### config.mk
export PLATFORM = sky130hd
export DESIGN_NAME = rsc_reset_cause
export DESIGN_NICKNAME = d
export VERILOG_FILES = /design/src/verilog/rsc_pkg.sv /design/src/verilog/rsc_reset_cause.sv
export SDC_FILE = /design/constraint.sdc
export NUM_CORES = 1
export LEC_CHECK = 0
export BUFFER_PORTS_ARGS = -buffer_cell sky130_fd_sc_hd__buf_2
export CAP_MARGIN = 5
export CORE_ASPECT_RATIO = 1.25
export CORE_UTILIZATION = 40
export DETAILED_ROUTE_END_ITERATION = 6
export MAX_ROUTING_LAYER = met4
export SETUP_SLACK_MARGIN = 0.05
export SKIP_CTS_REPAIR_TIMING = 1
export SLEW_MARGIN = 20
export SYNTH_ARGS = -nofsm -noshare
export SYNTH_HDL_FRONTEND = slang
export SYNTH_SLANG_ARGS = --single-unit
### constraint.sdc
create_clock -name clk_i -period 3.2 [get_ports clk_i]
set_input_delay 0.16 -clock clk_i [delete_from_list [all_inputs] [get_ports clk_i]]
set_output_delay 0.16 -clock clk_i [all_outputs]
set_load 0.01 [all_outputs]
### src/verilog/rsc_pkg.sv
// Shared constants and types for the reset source and cause block
package rsc_pkg;
  localparam int ADDR_W = 4;
  localparam int PC_W = 16;
  // Register byte addresses
  localparam logic [3:0] ADDR_POWER_CONTROL_REG = 4'h0;
  localparam logic [3:0] ADDR_STATUS = 4'h4;
  localparam logic [3:0] ADDR_CFG = 4'h8;
  localparam logic [3:0] ADDR_STATE = 4'hC;
  // Power control register bit positions
  localparam int POS_STK_OVER = 7;
  localparam int POS_STK_UNDER = 6;
  localparam int POS_PIN_RST = 3;
  localparam int POS_INSTR_RST = 2;
  localparam int POS_POR = 1;
  localparam int POS_BOR = 0;
  // Status register bit positions
  localparam int POS_TIMEOUT = 1;
  localparam int POS_POWERDOWN = 0;
  // Reset values
  localparam logic [7:0] POWER_CONTROL_REG_RST = 8'h0C;
  localparam logic [1:0] STATUS_RST = 2'h3;
  localparam logic [5:0] CFG_RST = 6'h01;
  // Program counter targets and AXI response codes
  localparam logic [15:0] PC_RESET = 16'h0000;
  localparam logic [15:0] PC_IRQ_VECTOR = 16'h0004;
  localparam logic [1:0] RESP_OKAY = 2'h0;
  localparam logic [1:0] RESP_SLVERR = 2'h2;
  // Timing
  localparam int CLK_PERIOD_NS = 10;
  localparam int FILTER_NS = 100;
  localparam int FILTER_CYC = (FILTER_NS + CLK_PERIOD_NS - 1) / CLK_PERIOD_NS;
  localparam int POWERUP_TIMER_MS = 64;
  localparam int POWERUP_TIMER_CYC = POWERUP_TIMER_MS * 1000000 / CLK_PERIOD_NS;

  typedef struct packed {
    logic osc_wait;
    logic pullup_sw;
    logic powerup_timer_enable_n;
    logic stack_fault_reset_enable;
    logic low_voltage_program_enable;
    logic ext_reset_pin_enable;
  } rsc_cfg_type;

  typedef struct packed {
    logic stack_over_flag;
    logic stack_under_flag;
    logic pin_reset_flag_n;
    logic reset_instr_flag_n;
    logic por_flag_n;
    logic bor_flag_n;
  } rsc_power_control_reg_type;
endpackage

### src/verilog/rsc_reset_cause.sv
// Reset source gathering, start-up sequencing and reset cause flags
// Operation
// - Pin reset is off only when pin enable and low-voltage enable are 0.
// - While pin reset is enabled, a low pin holds the core in reset.
// - A glitch filter ignores short low pulses on the reset pin.
// - The block never drives the reset pin low.
// - Disabled pin is input with software pull-up; enabled forces pull-up.
// - Watchdog timeout resets the core when awake, wakes it from sleep, and updates timeout, powerdown flags.
// - Reset instruction resets the core and clears its flag only.
// - With stack fault reset enabled, overflow or underflow resets and flags.
// - Programming mode exit acts exactly like power-on reset.
// - Power-up timer delays start only when its enable selects it.
// - Power-up timer is 64 ms, starts after release, active-low enable.
// - Start needs timer done, oscillator ready when osc_wait is set, and enabled pin released.
// - Timers run regardless of pin; start follows pin rise at once.
// - Power-on loads PC zero, sets timeout, powerdown, flags 00 110x.
// - Timeout and powerdown flags both read 1 after power-on.
// - Brown-out loads PC zero, clears stack and brown-out flags.
// - Pin reset in run clears pin flag, loads PC zero.
// - Pin reset in sleep also sets timeout and clears powerdown.
// - Watchdog wake clears timeout and powerdown, continues at PC plus one.
// - Interrupt wake sets timeout, clears powerdown, vectors if enabled.
// - Stack resets set only their own flag and load PC zero.
// - Watchdog reset in run clears timeout flag only, loads PC zero.
// - Firmware sets power flags back to 1; hardware only clears them.
//
// Added by the designer: the AXI4-Lite slave port and the placing of the registers.
`timescale 1ns/1ps
module rsc_reset_cause #(
  parameter int unsigned POWERUP_TIMER_CYCLES = rsc_pkg::POWERUP_TIMER_CYC,
  parameter logic [5:0] CFG_INIT = rsc_pkg::CFG_RST
) (
  input wire logic clk_i,
  input wire logic sys_rst_i,
  input wire logic [rsc_pkg::ADDR_W-1:0] s_axi_awaddr_i,
  input wire logic s_axi_awvalid_i,
  output logic s_axi_awready_o,
  input wire logic [31:0] s_axi_wdata_i,
  input wire logic [3:0] s_axi_wstrb_i,
  input wire logic s_axi_wvalid_i,
  output logic s_axi_wready_o,
  output logic [1:0] s_axi_bresp_o,
  output logic s_axi_bvalid_o,
  input wire logic s_axi_bready_i,
  input wire logic [rsc_pkg::ADDR_W-1:0] s_axi_araddr_i,
  input wire logic s_axi_arvalid_i,
  output logic s_axi_arready_o,
  output logic [31:0] s_axi_rdata_o,
  output logic [1:0] s_axi_rresp_o,
  output logic s_axi_rvalid_o,
  input wire logic s_axi_rready_i,
  input wire logic master_clear_pin_i,
  output logic master_clear_pin_o,
  output logic master_clear_pin_oe_o,
  output logic pin_pullup_o,
  output logic pin_gpio_o,
  input wire logic power_on_i,
  input wire logic brownout_reset_i,
  input wire logic prog_exit_i,
  input wire logic osc_ready_i,
  input wire logic watchdog_timeout_i,
  input wire logic watchdog_clear_instr_i,
  input wire logic reset_instr_i,
  input wire logic stack_over_i,
  input wire logic stack_under_i,
  input wire logic sleep_i,
  input wire logic irq_wake_i,
  input wire logic global_irq_enable_i,
  input wire logic [rsc_pkg::PC_W-1:0] pc_i,
  output logic core_rst_o,
  output logic pc_load_o,
  output logic [rsc_pkg::PC_W-1:0] pc_value_o,
  output logic wake_o
);
  localparam int TW = $clog2(POWERUP_TIMER_CYCLES + 1);

  initial begin
    if (POWERUP_TIMER_CYCLES < 1 || POWERUP_TIMER_CYCLES > 32'h7FFFFFFF) begin
      $error("POWERUP_TIMER_CYCLES out of range");
    end
  end

  typedef enum logic [3:0] {
    ST_POWER = 4'h1,
    ST_START = 4'h2,
    ST_RUN = 4'h4,
    ST_HOLD = 4'h8
  } rsc_state_type;

  rsc_state_type state;
  rsc_pkg::rsc_cfg_type cfg;
  rsc_pkg::rsc_power_control_reg_type power_control_reg;
  logic timeout_flag_n;
  logic powerdown_flag_n;
  logic pin_m, pin_s, por_m, por_s, por_d, bor_m, bor_s, bor_d;
  logic [7:0] low_cnt;
  logic pin_low_f;
  logic [TW-1:0] powerup_timer_cnt;
  logic aw_held, w_held;
  logic [rsc_pkg::ADDR_W-1:0] aw_addr;
  logic [31:0] w_data;
  logic [3:0] w_strb;
  logic wr_en, wr_byte;

  // Pin, power-on and brown-out levels cross into the core clock
  always_ff @(posedge clk_i) begin
    pin_m <= master_clear_pin_i;
    pin_s <= pin_m;
    por_m <= power_on_i;
    por_s <= por_m;
    bor_m <= brownout_reset_i;
    bor_s <= bor_m;
    por_d <= por_s;
    bor_d <= bor_s;
  end

  // Filter only delays assertion, so release is seen at once
  always_ff @(posedge clk_i) begin
    if (sys_rst_i || pin_s) begin
      low_cnt <= 8'h00;
      pin_low_f <= 1'b0;
    end else if (low_cnt >= 8'(rsc_pkg::FILTER_CYC - 1)) begin
      pin_low_f <= 1'b1;
    end else begin
      low_cnt <= low_cnt + 8'h01;
    end
  end

  logic pin_en, run, power_evt, bor_evt, pin_evt, wdt_evt, instr_evt;
  logic ovf_evt, unf_evt, irq_evt, int_req, start_ok, pin_hold;
  assign pin_en = cfg.ext_reset_pin_enable
    | cfg.low_voltage_program_enable;
  assign pin_hold = pin_en & pin_low_f;
  assign run = state == ST_RUN;
  assign power_evt = (por_s & ~por_d) | prog_exit_i;
  assign bor_evt = bor_s & ~bor_d & ~por_s;
  assign pin_evt = run & pin_hold;
  assign wdt_evt = run & watchdog_timeout_i;
  assign instr_evt = run & reset_instr_i;
  assign ovf_evt = run & cfg.stack_fault_reset_enable & stack_over_i;
  assign unf_evt = run & cfg.stack_fault_reset_enable & stack_under_i;
  assign irq_evt = run & sleep_i & irq_wake_i & ~watchdog_timeout_i;
  assign int_req = (wdt_evt & ~sleep_i) | instr_evt | ovf_evt | unf_evt;
  assign start_ok = (cfg.powerup_timer_enable_n || powerup_timer_cnt == '0)
    && (!cfg.osc_wait || osc_ready_i) && !pin_hold;

  // Sequencer; power events outrank every other source
  always_ff @(posedge clk_i) begin
    if (sys_rst_i) begin
      state <= ST_POWER;
    end else if (power_evt || bor_evt || por_s || bor_s) begin
      state <= ST_POWER;
    end else begin
      unique case (state)
        ST_POWER: begin
          state <= ST_START;
        end
        ST_START: begin
          if (start_ok) begin
            state <= ST_RUN;
          end
        end
        ST_RUN: begin
          if (pin_evt || int_req) begin
            state <= ST_HOLD;
          end
        end
        ST_HOLD: begin
          if (!pin_hold) begin
            state <= ST_RUN;
          end
        end
      endcase
    end
  end

  // Timer starts once power-on and brown-out are released
  always_ff @(posedge clk_i) begin
    if (sys_rst_i || state == ST_POWER) begin
      powerup_timer_cnt <= TW'(POWERUP_TIMER_CYCLES);
    end else if (state == ST_START && powerup_timer_cnt != '0) begin
      powerup_timer_cnt <= powerup_timer_cnt - TW'(1);
    end
  end

  // Program counter target; a wake does not reset the core
  always_ff @(posedge clk_i) begin
    if (sys_rst_i) begin
      pc_load_o <= 1'b0;
      pc_value_o <= rsc_pkg::PC_RESET;
      wake_o <= 1'b0;
    end else begin
      pc_load_o <= 1'b0;
      wake_o <= 1'b0;
      if ((state == ST_START && start_ok && !por_s && !bor_s)
          || (state == ST_HOLD && !pin_hold && !por_s && !bor_s)) begin
        pc_load_o <= 1'b1;
        pc_value_o <= rsc_pkg::PC_RESET;
      end else if (!power_evt && !bor_evt && !por_s && !bor_s
                   && run && sleep_i && (wdt_evt || irq_evt)) begin
        pc_load_o <= 1'b1;
        wake_o <= 1'b1;
        if (irq_evt && global_irq_enable_i) begin
          pc_value_o <= rsc_pkg::PC_IRQ_VECTOR;
        end else begin
          pc_value_o <= pc_i + 16'h0001;
        end
      end
    end
  end

  // Cause flags: software write first, hardware events last so they win
  always_ff @(posedge clk_i) begin
    if (sys_rst_i) begin
      power_control_reg <= rsc_pkg::rsc_power_control_reg_type'({rsc_pkg::POWER_CONTROL_REG_RST[7:6],
                              rsc_pkg::POWER_CONTROL_REG_RST[3:0]});
      timeout_flag_n <= rsc_pkg::STATUS_RST[rsc_pkg::POS_TIMEOUT];
      powerdown_flag_n <= rsc_pkg::STATUS_RST[rsc_pkg::POS_POWERDOWN];
    end else begin
      if (wr_byte && aw_addr == rsc_pkg::ADDR_POWER_CONTROL_REG) begin
        power_control_reg <= rsc_pkg::rsc_power_control_reg_type'({w_data[rsc_pkg::POS_STK_OVER],
          w_data[rsc_pkg::POS_STK_UNDER], w_data[rsc_pkg::POS_PIN_RST],
          w_data[rsc_pkg::POS_INSTR_RST], w_data[rsc_pkg::POS_POR],
          w_data[rsc_pkg::POS_BOR]});
      end
      if (wr_byte && aw_addr == rsc_pkg::ADDR_STATUS) begin
        timeout_flag_n <= w_data[rsc_pkg::POS_TIMEOUT];
        powerdown_flag_n <= w_data[rsc_pkg::POS_POWERDOWN];
      end
      if (watchdog_clear_instr_i && run) begin
        timeout_flag_n <= 1'b1;
        powerdown_flag_n <= 1'b1;
      end
      if (power_evt) begin
        power_control_reg.stack_over_flag <= 1'b0;
        power_control_reg.stack_under_flag <= 1'b0;
        power_control_reg.pin_reset_flag_n <= 1'b1;
        power_control_reg.reset_instr_flag_n <= 1'b1;
        power_control_reg.por_flag_n <= 1'b0;
        timeout_flag_n <= 1'b1;
        powerdown_flag_n <= 1'b1;
      end else if (bor_evt) begin
        power_control_reg.stack_over_flag <= 1'b0;
        power_control_reg.stack_under_flag <= 1'b0;
        power_control_reg.pin_reset_flag_n <= 1'b1;
        power_control_reg.reset_instr_flag_n <= 1'b1;
        power_control_reg.bor_flag_n <= 1'b0;
        timeout_flag_n <= 1'b1;
        powerdown_flag_n <= 1'b1;
      end else begin
        if (pin_evt) begin
          power_control_reg.pin_reset_flag_n <= 1'b0;
          if (sleep_i) begin
            timeout_flag_n <= 1'b1;
            powerdown_flag_n <= 1'b0;
          end
        end
        if (wdt_evt) begin
          timeout_flag_n <= 1'b0;
          if (sleep_i) begin
            powerdown_flag_n <= 1'b0;
          end
        end
        if (irq_evt) begin
          timeout_flag_n <= 1'b1;
          powerdown_flag_n <= 1'b0;
        end
        if (instr_evt) begin
          power_control_reg.reset_instr_flag_n <= 1'b0;
        end
        if (ovf_evt) begin
          power_control_reg.stack_over_flag <= 1'b1;
        end
        if (unf_evt) begin
          power_control_reg.stack_under_flag <= 1'b1;
        end
      end
    end
  end

  // Configuration survives the resets that this block itself issues
  always_ff @(posedge clk_i) begin
    if (sys_rst_i) begin
      cfg <= rsc_pkg::rsc_cfg_type'(CFG_INIT);
    end else if (wr_byte && aw_addr == rsc_pkg::ADDR_CFG) begin
      cfg <= rsc_pkg::rsc_cfg_type'(w_data[5:0]);
    end
  end

  // Write channel: address and data are taken in either order
  assign s_axi_awready_o = !aw_held && !s_axi_bvalid_o;
  assign s_axi_wready_o = !w_held && !s_axi_bvalid_o;
  assign wr_en = aw_held && w_held && !s_axi_bvalid_o;
  assign wr_byte = wr_en && w_strb[0];

  always_ff @(posedge clk_i) begin
    if (sys_rst_i) begin
      aw_held <= 1'b0;
      w_held <= 1'b0;
      aw_addr <= '0;
      w_data <= 32'h00000000;
      w_strb <= 4'h0;
      s_axi_bvalid_o <= 1'b0;
      s_axi_bresp_o <= rsc_pkg::RESP_OKAY;
    end else begin
      if (s_axi_awvalid_i && s_axi_awready_o) begin
        aw_held <= 1'b1;
        aw_addr <= s_axi_awaddr_i;
      end
      if (s_axi_wvalid_i && s_axi_wready_o) begin
        w_held <= 1'b1;
        w_data <= s_axi_wdata_i;
        w_strb <= s_axi_wstrb_i;
      end
      if (wr_en) begin
        aw_held <= 1'b0;
        w_held <= 1'b0;
        s_axi_bvalid_o <= 1'b1;
        if (aw_addr == rsc_pkg::ADDR_POWER_CONTROL_REG || aw_addr == rsc_pkg::ADDR_STATUS
            || aw_addr == rsc_pkg::ADDR_CFG) begin
          s_axi_bresp_o <= rsc_pkg::RESP_OKAY;
        end else begin
          s_axi_bresp_o <= rsc_pkg::RESP_SLVERR;
        end
      end else if (s_axi_bready_i) begin
        s_axi_bvalid_o <= 1'b0;
      end
    end
  end

  // Read channel, one register word per address
  assign s_axi_arready_o = !s_axi_rvalid_o;

  always_ff @(posedge clk_i) begin
    if (sys_rst_i) begin
      s_axi_rvalid_o <= 1'b0;
      s_axi_rdata_o <= 32'h00000000;
      s_axi_rresp_o <= rsc_pkg::RESP_OKAY;
    end else if (s_axi_arvalid_i && s_axi_arready_o) begin
      s_axi_rvalid_o <= 1'b1;
      s_axi_rresp_o <= rsc_pkg::RESP_OKAY;
      s_axi_rdata_o <= 32'h00000000;
      unique case (s_axi_araddr_i)
        rsc_pkg::ADDR_POWER_CONTROL_REG: begin
          s_axi_rdata_o[7:6] <= {power_control_reg.stack_over_flag, power_control_reg.stack_under_flag};
          s_axi_rdata_o[3:0] <= {power_control_reg.pin_reset_flag_n,
            power_control_reg.reset_instr_flag_n, power_control_reg.por_flag_n, power_control_reg.bor_flag_n};
        end
        rsc_pkg::ADDR_STATUS: begin
          s_axi_rdata_o[1:0] <= {timeout_flag_n, powerdown_flag_n};
        end
        rsc_pkg::ADDR_CFG: begin
          s_axi_rdata_o[5:0] <= cfg;
        end
        rsc_pkg::ADDR_STATE: begin
          s_axi_rdata_o[5:0] <= {pin_en, core_rst_o, state};
        end
        default: begin
          s_axi_rresp_o <= rsc_pkg::RESP_SLVERR;
        end
      endcase
    end else if (s_axi_rready_i) begin
      s_axi_rvalid_o <= 1'b0;
    end
  end

  assign core_rst_o = !run;
  assign master_clear_pin_o = 1'b0;
  assign master_clear_pin_oe_o = 1'b0;
  assign pin_pullup_o = pin_en | cfg.pullup_sw;
  assign pin_gpio_o = pin_s;

  chk_pin_undriven: assert property (@(posedge clk_i) disable iff (sys_rst_i)
    !master_clear_pin_oe_o) else $error("reset pin driven");
  chk_pullup_forced: assert property (@(posedge clk_i) disable iff (sys_rst_i)
    pin_en |-> pin_pullup_o) else $error("pull-up off while pin reset on");
  chk_pin_disabled: assert property (@(posedge clk_i) disable iff (sys_rst_i)
    run && !pin_en && !int_req && !power_evt && !bor_evt && !por_s
    && !bor_s |=> run) else $error("disabled pin reset the core");
  chk_filter_length: assert property (@(posedge clk_i) disable iff (sys_rst_i)
    $rose(pin_low_f) |-> !$past(pin_s, 9) && !pin_s)
    else $error("short pulse passed filter");
  chk_pin_holds: assert property (@(posedge clk_i) disable iff (sys_rst_i)
    pin_hold |=> core_rst_o) else $error("core runs while pin held");
  chk_por_flags: assert property (@(posedge clk_i) disable iff (sys_rst_i)
    power_evt |=> timeout_flag_n && powerdown_flag_n && !power_control_reg.por_flag_n
    && !power_control_reg.stack_over_flag && core_rst_o) else $error("power-on flags wrong");
  chk_bor_flags: assert property (@(posedge clk_i) disable iff (sys_rst_i)
    bor_evt && !power_evt |=> !power_control_reg.bor_flag_n && power_control_reg.pin_reset_flag_n
    && power_control_reg.reset_instr_flag_n && !power_control_reg.stack_under_flag)
    else $error("brown-out flags wrong");
  chk_instr_flag: assert property (@(posedge clk_i) disable iff (sys_rst_i)
    instr_evt && !power_evt && !bor_evt |=> !power_control_reg.reset_instr_flag_n
    && $stable(power_control_reg.pin_reset_flag_n) && state == ST_HOLD)
    else $error("reset instruction not recorded");
  chk_stack_reset: assert property (@(posedge clk_i) disable iff (sys_rst_i)
    ovf_evt && !power_evt && !bor_evt |=> power_control_reg.stack_over_flag && core_rst_o
    ##1 pc_load_o && pc_value_o == rsc_pkg::PC_RESET)
    else $error("stack overflow reset wrong");
  chk_powerup_timer_wait: assert property (@(posedge clk_i) disable iff (sys_rst_i)
    state == ST_START && !cfg.powerup_timer_enable_n && powerup_timer_cnt > TW'(1)
    |=> !run) else $error("start before power-up timer");
  chk_wdt_wake: assert property (@(posedge clk_i) disable iff (sys_rst_i)
    wdt_evt && sleep_i && !power_evt && !bor_evt && !por_s && !bor_s
    |=> wake_o && pc_value_o == $past(pc_i) + 16'h0001 && !timeout_flag_n
    && !powerdown_flag_n) else $error("watchdog wake wrong");
endmodule

# ---- Yosys cells after proc, flatten, opt, wreduce, memory -nomap -nowiden
# Index checks and enable logic that the tools add are counted.
dict set report word_totals {
  register_bits 105
  in_bits 80
  out_inout_bits 64
}
dict set report classes {
  addsub 3
  order_cmp 1
  eq_ne 12
  n_mux 36
  bitwise 25
  n_reduce_logical 69
}
# operator count
set ops {}
lappend ops {{logical AND 1 bit} 28}
lappend ops {{two-way mux 1 bit} 24}
lappend ops {{zero test 23 bit} 1}
lappend ops {{nonzero test 23 bit} 1}
lappend ops {{subtractor 23 x 1 -> 23 bit (second input constant)} 1}
lappend ops {{adder 16 x 1 -> 16 bit (second input constant)} 1}
lappend ops {{equality test 4 bit (second input constant)} 4}
lappend ops {{two-way mux 16 bit} 1}
lappend ops {{case mux 4 bit (4 select lines)} 1}
lappend ops {{bitwise AND 1 bit} 14}
lappend ops {{equality test 4 x 3 -> 1 bit (second input constant)} 3}
lappend ops {{logical OR 1 bit} 12}
lappend ops {{two-way mux 4 bit} 3}
lappend ops {{nonzero test 2 bit} 6}
lappend ops {{zero test 1 bit} 11}
lappend ops {{adder 8 x 1 -> 8 bit (second input constant)} 1}
lappend ops {{>= comparator 8 x 4 -> 1 bit (second input constant)} 1}
lappend ops {{zero test 4 bit} 2}
lappend ops {{case mux 2 bit (4 select lines)} 1}
lappend ops {{OR reduction 2 bit} 4}
lappend ops {{OR reduction 4 bit} 2}
lappend ops {{two-way mux 2 bit} 3}
lappend ops {{two-way mux 6 bit} 1}
lappend ops {{bitwise OR 1 bit} 6}
lappend ops {{9 further kinds} 14}

# ---- Logic depth before layout (Yosys ltp)
dict set report logic_depth {
  word_depth 12
  ltp_mapped 8
  ltp_nobuf 7
}

# ---- Least setup slack after synthesis
# No wires, ideal clock.
dict set report synth_timing {
  kind {flip-flop to flip-flop}
  from {register powerup_timer_cnt[14]}
  to {register wake_o}
  setup_time_ps 128
  arrival_ps 1645
  t_required_ps 3072
  setup_slack_ps 1427
  stages_incl_launch_ff 8
  synth_period_minus_slack_ps 1773
  cell_sequence {dfxtp_1 nor4_2 nand4_1 o21ai_0 a31o_2 buf_6 buf_6 nor2_1}
}
dict set report synth_via {
  elab_chain_cells 9
}
# element line_no
set synth_rtl {}
lappend synth_rtl {{from (decl)} rsc_reset_cause.sv:98} ;# logic [TW-1:0] powerup_timer_cnt;
lappend synth_rtl {{from (signal assigned)} rsc_reset_cause.sv:180} ;# powerup_timer_cnt <= TW'(POWERUP_TIMER_CYCLES);
lappend synth_rtl {{from (signal assigned)} rsc_reset_cause.sv:182} ;# powerup_timer_cnt <= powerup_timer_cnt - TW'(1);
lappend synth_rtl {{zero test 23 bit} rsc_reset_cause.sv:144} ;# assign start_ok = (cfg.powerup_timer_enable_n || powerup_timer_cnt == '0)
lappend synth_rtl {{logical OR 1 bit} rsc_reset_cause.sv:144}
lappend synth_rtl {{logical AND 1 bit (2 in a row)} rsc_reset_cause.sv:145} ;# && (!cfg.osc_wait || osc_ready_i) && !pin_hold;
lappend synth_rtl {{logical AND 1 bit (3 in a row)} rsc_reset_cause.sv:195} ;# if ((state == ST_START && start_ok && !por_s && !bor_s)
lappend synth_rtl {{logical OR 1 bit} rsc_reset_cause.sv:196} ;# || (state == ST_HOLD && !pin_hold && !por_s && !bor_s)) begin
lappend synth_rtl {{OR reduction 2 bit (no source line)} --}
lappend synth_rtl {{to (signal assigned)} rsc_reset_cause.sv:191} ;# wake_o <= 1'b0;
lappend synth_rtl {{to (signal assigned)} rsc_reset_cause.sv:194} ;# wake_o <= 1'b0;
lappend synth_rtl {{to (signal assigned)} rsc_reset_cause.sv:202} ;# wake_o <= 1'b1;
lappend synth_rtl {{to (decl)} rsc_reset_cause.sv:73} ;# output logic wake_o
# No other way between the ends.
# A chain may end at the register's enable or synchronous reset.

# ---- Final worst setup path
dict set report layout_timing {
  from {register powerup_timer_cnt[14]}
  to {register powerup_timer_cnt[5]}
}
dict set report layout_via {
  elab_chain_cells 2
}
# element line_no
set layout_rtl {}
lappend layout_rtl {{nonzero test 23 bit} rsc_reset_cause.sv:181} ;# end else if (state == ST_START && powerup_timer_cnt != '0) begin
lappend layout_rtl {{logical AND 1 bit} rsc_reset_cause.sv:181}
# No other way between the ends.

==> impl_metrics.yaml <==
outcome:
  status: "complete, no violations"
clocking:
  htreeDepth: 3
  cts_tree: "yes"
  path_clk_slew_ns: 0.08
  numCtsBuffers: 9
  clockRootBuffer: "clkbuf_16"
  clk_path_buf_depth: 2
  cts.sink_count: 103
  clock_latency_ns: 0.35
synth:
  synth_edf_count: 0
  synth_top_area_cell: "dfxtp_1"
  ys_ff_latch: 103
  synth_area_mm2: 0.00480
  yosys-top-cells-area: "dfxtp_1, nor2_1, buf_4, a21oi_1, mux2i_1"
  synth_top_area_share: 0.430
  seq_area_frac_synth: 0.430
  async_flop_share: 0
  ys.flop_type: "dfxtp_1"
  synth.distinct_cells: 62
  avgSynthCellArea_um2: 8.92
  syn_inst: 538
  yosys_warnings: 0
worst_setup_path:
  crit_type: "flop to flop"
  path_cells: "nor4_2 -> nand4_1 -> o21ai_2 -> o21ai_0 -> a21oi_1"
  cp-start-kind: "flop"
  cp-end-kind: "flop"
  required_ns: 3.48
  critical_path_arrival_ns: 2.54
  critical_path_buf_inv_count: 0
  cp_top_family: "compound AO/OA/AOI/OAI gates"
  cpPeakStageDelay_ns: 0.71
  slowest_stage: "o21ai_2"
  cp_max_fo: 23
floorplanning:
  initial_core_util: 0.411
  die_area_mm2: 0.0124
  core-area_mm2: 0.0117
  die_w_um: 100
  pin_count: 144
  die_y_um: 124
  rows: 44
cells_and_area:
  top_register: "powerup_timer_cnt"
  area_growth_pct: 16.4
  largest_reg_flops: 23
  finalInstanceArea_mm2: 0.00559
  final_nets: 709
  post_route_cells_drive_above_1_share: 0.204
  largestRegisters: "powerup_timer_cnt: 23 flops, pc_value_o: 16 flops"
  antenna_cells: 0
placed_design:
  place_area_mm2: 0.00523
  dp.final_hpwl_um: 7740
  gp_congestion: 0.819
  port_buffers: 88
  place_ws_ns: 0.961
power:
  power.total_w: 0.00266
  vdd_ir_drop_max_uv: 265
  p_switching_w: 0.000654
  p_int_w: 0.00201
  p_per_area_mw_per_mm2: 477
  clkPwrFrac: 0.431
  leakagePower_nw: 2.27
  p_sw_frac: 0.246
  seqPwrFrac: 0.498
  combPwrFrac: 0.070
timing:
  slew_violations: 0
  setup_viol_count_final: 0
  fin_crit_ns: 2.26
  tightest_slew_ns: 0.920
  timing.final.crit_share: 0.708
  grt_setup_unrepaired: "no"
  fin_ws_ns: 0.936
  worst_hold_slack_ns: 0.0404
  timing.fmax_mhz: 442
  hold_viol_final: 0
  relSlewSlack: 0.382
  skew_ns: 0.00777
  fin_tns_setup_ns: 0
route:
  wl_um: 10700
  drt_first_pass_iters: 6
  viasPerCell: 5.12
  vias: 4039
  wl_per_cell_um: 13.5
  drc: 0
  first_iter_violations: 169
  postRouteAntennaNets: 0
global_routing:
  groute.usage.overall: 0.182
  first_global_vias: 3827
  grt_pass1_wl_um: 17800
  antenna_found_initial: 0
  grt_max_degree: 43
  gr-total-overflow: 0
min_path:
  hp-class: "primary input to flop"
job:
  max_cap_violations: 0
[final timing paths]
check | slack, ns | cells past startpoint | endpoint | from
max reg2reg | 0.94 | 5 | powerup_timer_cnt[5]$_SDFFE_PP0P_ | powerup_timer_cnt[14]$_SDFFE_PP0P_
max | 0.94 | 5 | powerup_timer_cnt[5]$_SDFFE_PP0P_ | powerup_timer_cnt[14]$_SDFFE_PP0P_
min reg2reg | 0.33 | 0 | bor_s$_DFF_P_ | bor_m$_DFF_P_
min | 0.04 | 3 | w_data[6]$_SDFFE_PP0P_ | s_axi_wdata_i[6]
[worst min-delay path: cells and delay by family]
kind / cells / cell delay, ns
AND/OR/NAND/NOR: 1 / 0.04
buffers and inverters: 1 / 0.09
AO/OA/AOI/OAI: 1 / 0.05
[power by group through the flow]
stage	Combinational, W	Clock (W)	Sequential (W)
2_1_floorplan	0.000139	0	0.00135
3_3_place_gp	0.000181	0	0.00136
3_5_place_dp	0.000184	0	0.00136
4_1_cts	0.000185	0.00117	0.00133
5_1_grt	0.000211	0.00123	0.00133
6_report	0.000188	0.00115	0.00133
[final cells by class]
cell class / count / area [um^2]
multi-input cells: 396 / 2430
repair buffers: 95 / 503
fillers: 1199 / 6090
clock buffers: 9 / 225
inverters: 18 / 67.6
clock inverters: 7 / 91.3
flip-flops and latches: 103 / 2060
well taps: 161 / 201
[layer usage]
| layer | vias to the layer above | global-route usage | wire length, um | share of wire |
|---|---|---|---|---|
| li1 | 2050 | - | - | - |
| met2 | 86 | 0.306 | 5410 | 0.51 |
| met3 | 12 | 0.0309 | 344 | 0.032 |
| met1 | 1891 | 0.213 | 4730 | 0.44 |
| met4 | 0 | 0.0725 | 178 | 0.017 |
| met5 | - | - | 0 | 0 |
[cell families after synthesis]
kind of cell / synth area share
AOI/OAI and AO/OA: 0.154
xor gates and xnor gates: 0.0328
adders and majority gates: 0.0156
buffers and inverters: 0.0842
DFF: 0.430
muxes: 0.0495
other: 0.000781
and+or+nand+nor: 0.234
[synth_stat cells, drive strengths merged (2+ instances only)]
cell	number
a32oi	4
xnor2	10
inv	18
nand4b	3
and4	4
nor4b	3
nand4	14
nor3	15
mux2	2
nand2	38
o31ai	3
buf	38
mux2i	17
ha	6
o21a	6
dfxtp	103
a22oi	19
nor4	7
or2	2
nand3	17
a221oi	2
a211oi	4
and3	3
or4	8
mux4	2
nand2b	5
a31oi	2
a31o	2
clkbuf	10
a21oi	34
nor2	63
o21ai	21
or3b	2
or3	8
o211ai	3
a22o	3
o41ai	4
and2	10
nor2b	6
xor2	8
[through the flow]
step | util | cells
after floorplan | - | 565
after global placement | 0.448 | 769
after detailed placement | 0.448 | 769
after CTS | 0.475 | 785
after global routing | 0.479 | 789
final | 0.479 | 789
[layout by cell type, fill, tap and decap left out, drive strengths merged, types with 4 or more instances in the layout]
cell / Yosys / layout
and4: 4 / 4
and2: 10 / 10
nor4: 7 / 7
nor2: 63 / 63
a211oi: 4 / 4
or4: 8 / 8
a32oi: 4 / 4
o41ai: 4 / 4
nor3: 15 / 15
ha: 6 / 6
o21a: 6 / 6
buf: 38 / 91
dlygate4sd3: 0 / 4
mux2i: 17 / 17
dfxtp: 103 / 103
nor2b: 6 / 6
o21ai: 21 / 21
xnor2: 10 / 10
a21oi: 34 / 34
nand2: 38 / 38
a22oi: 19 / 19
or3: 8 / 8
nand3: 17 / 17
nand2b: 5 / 5
nand4: 14 / 14
clkbuf: 10 / 9
inv: 18 / 21
xor2: 8 / 8
conb: 1 / 28
No activity file was read; power rests on OpenSTA's default activity.
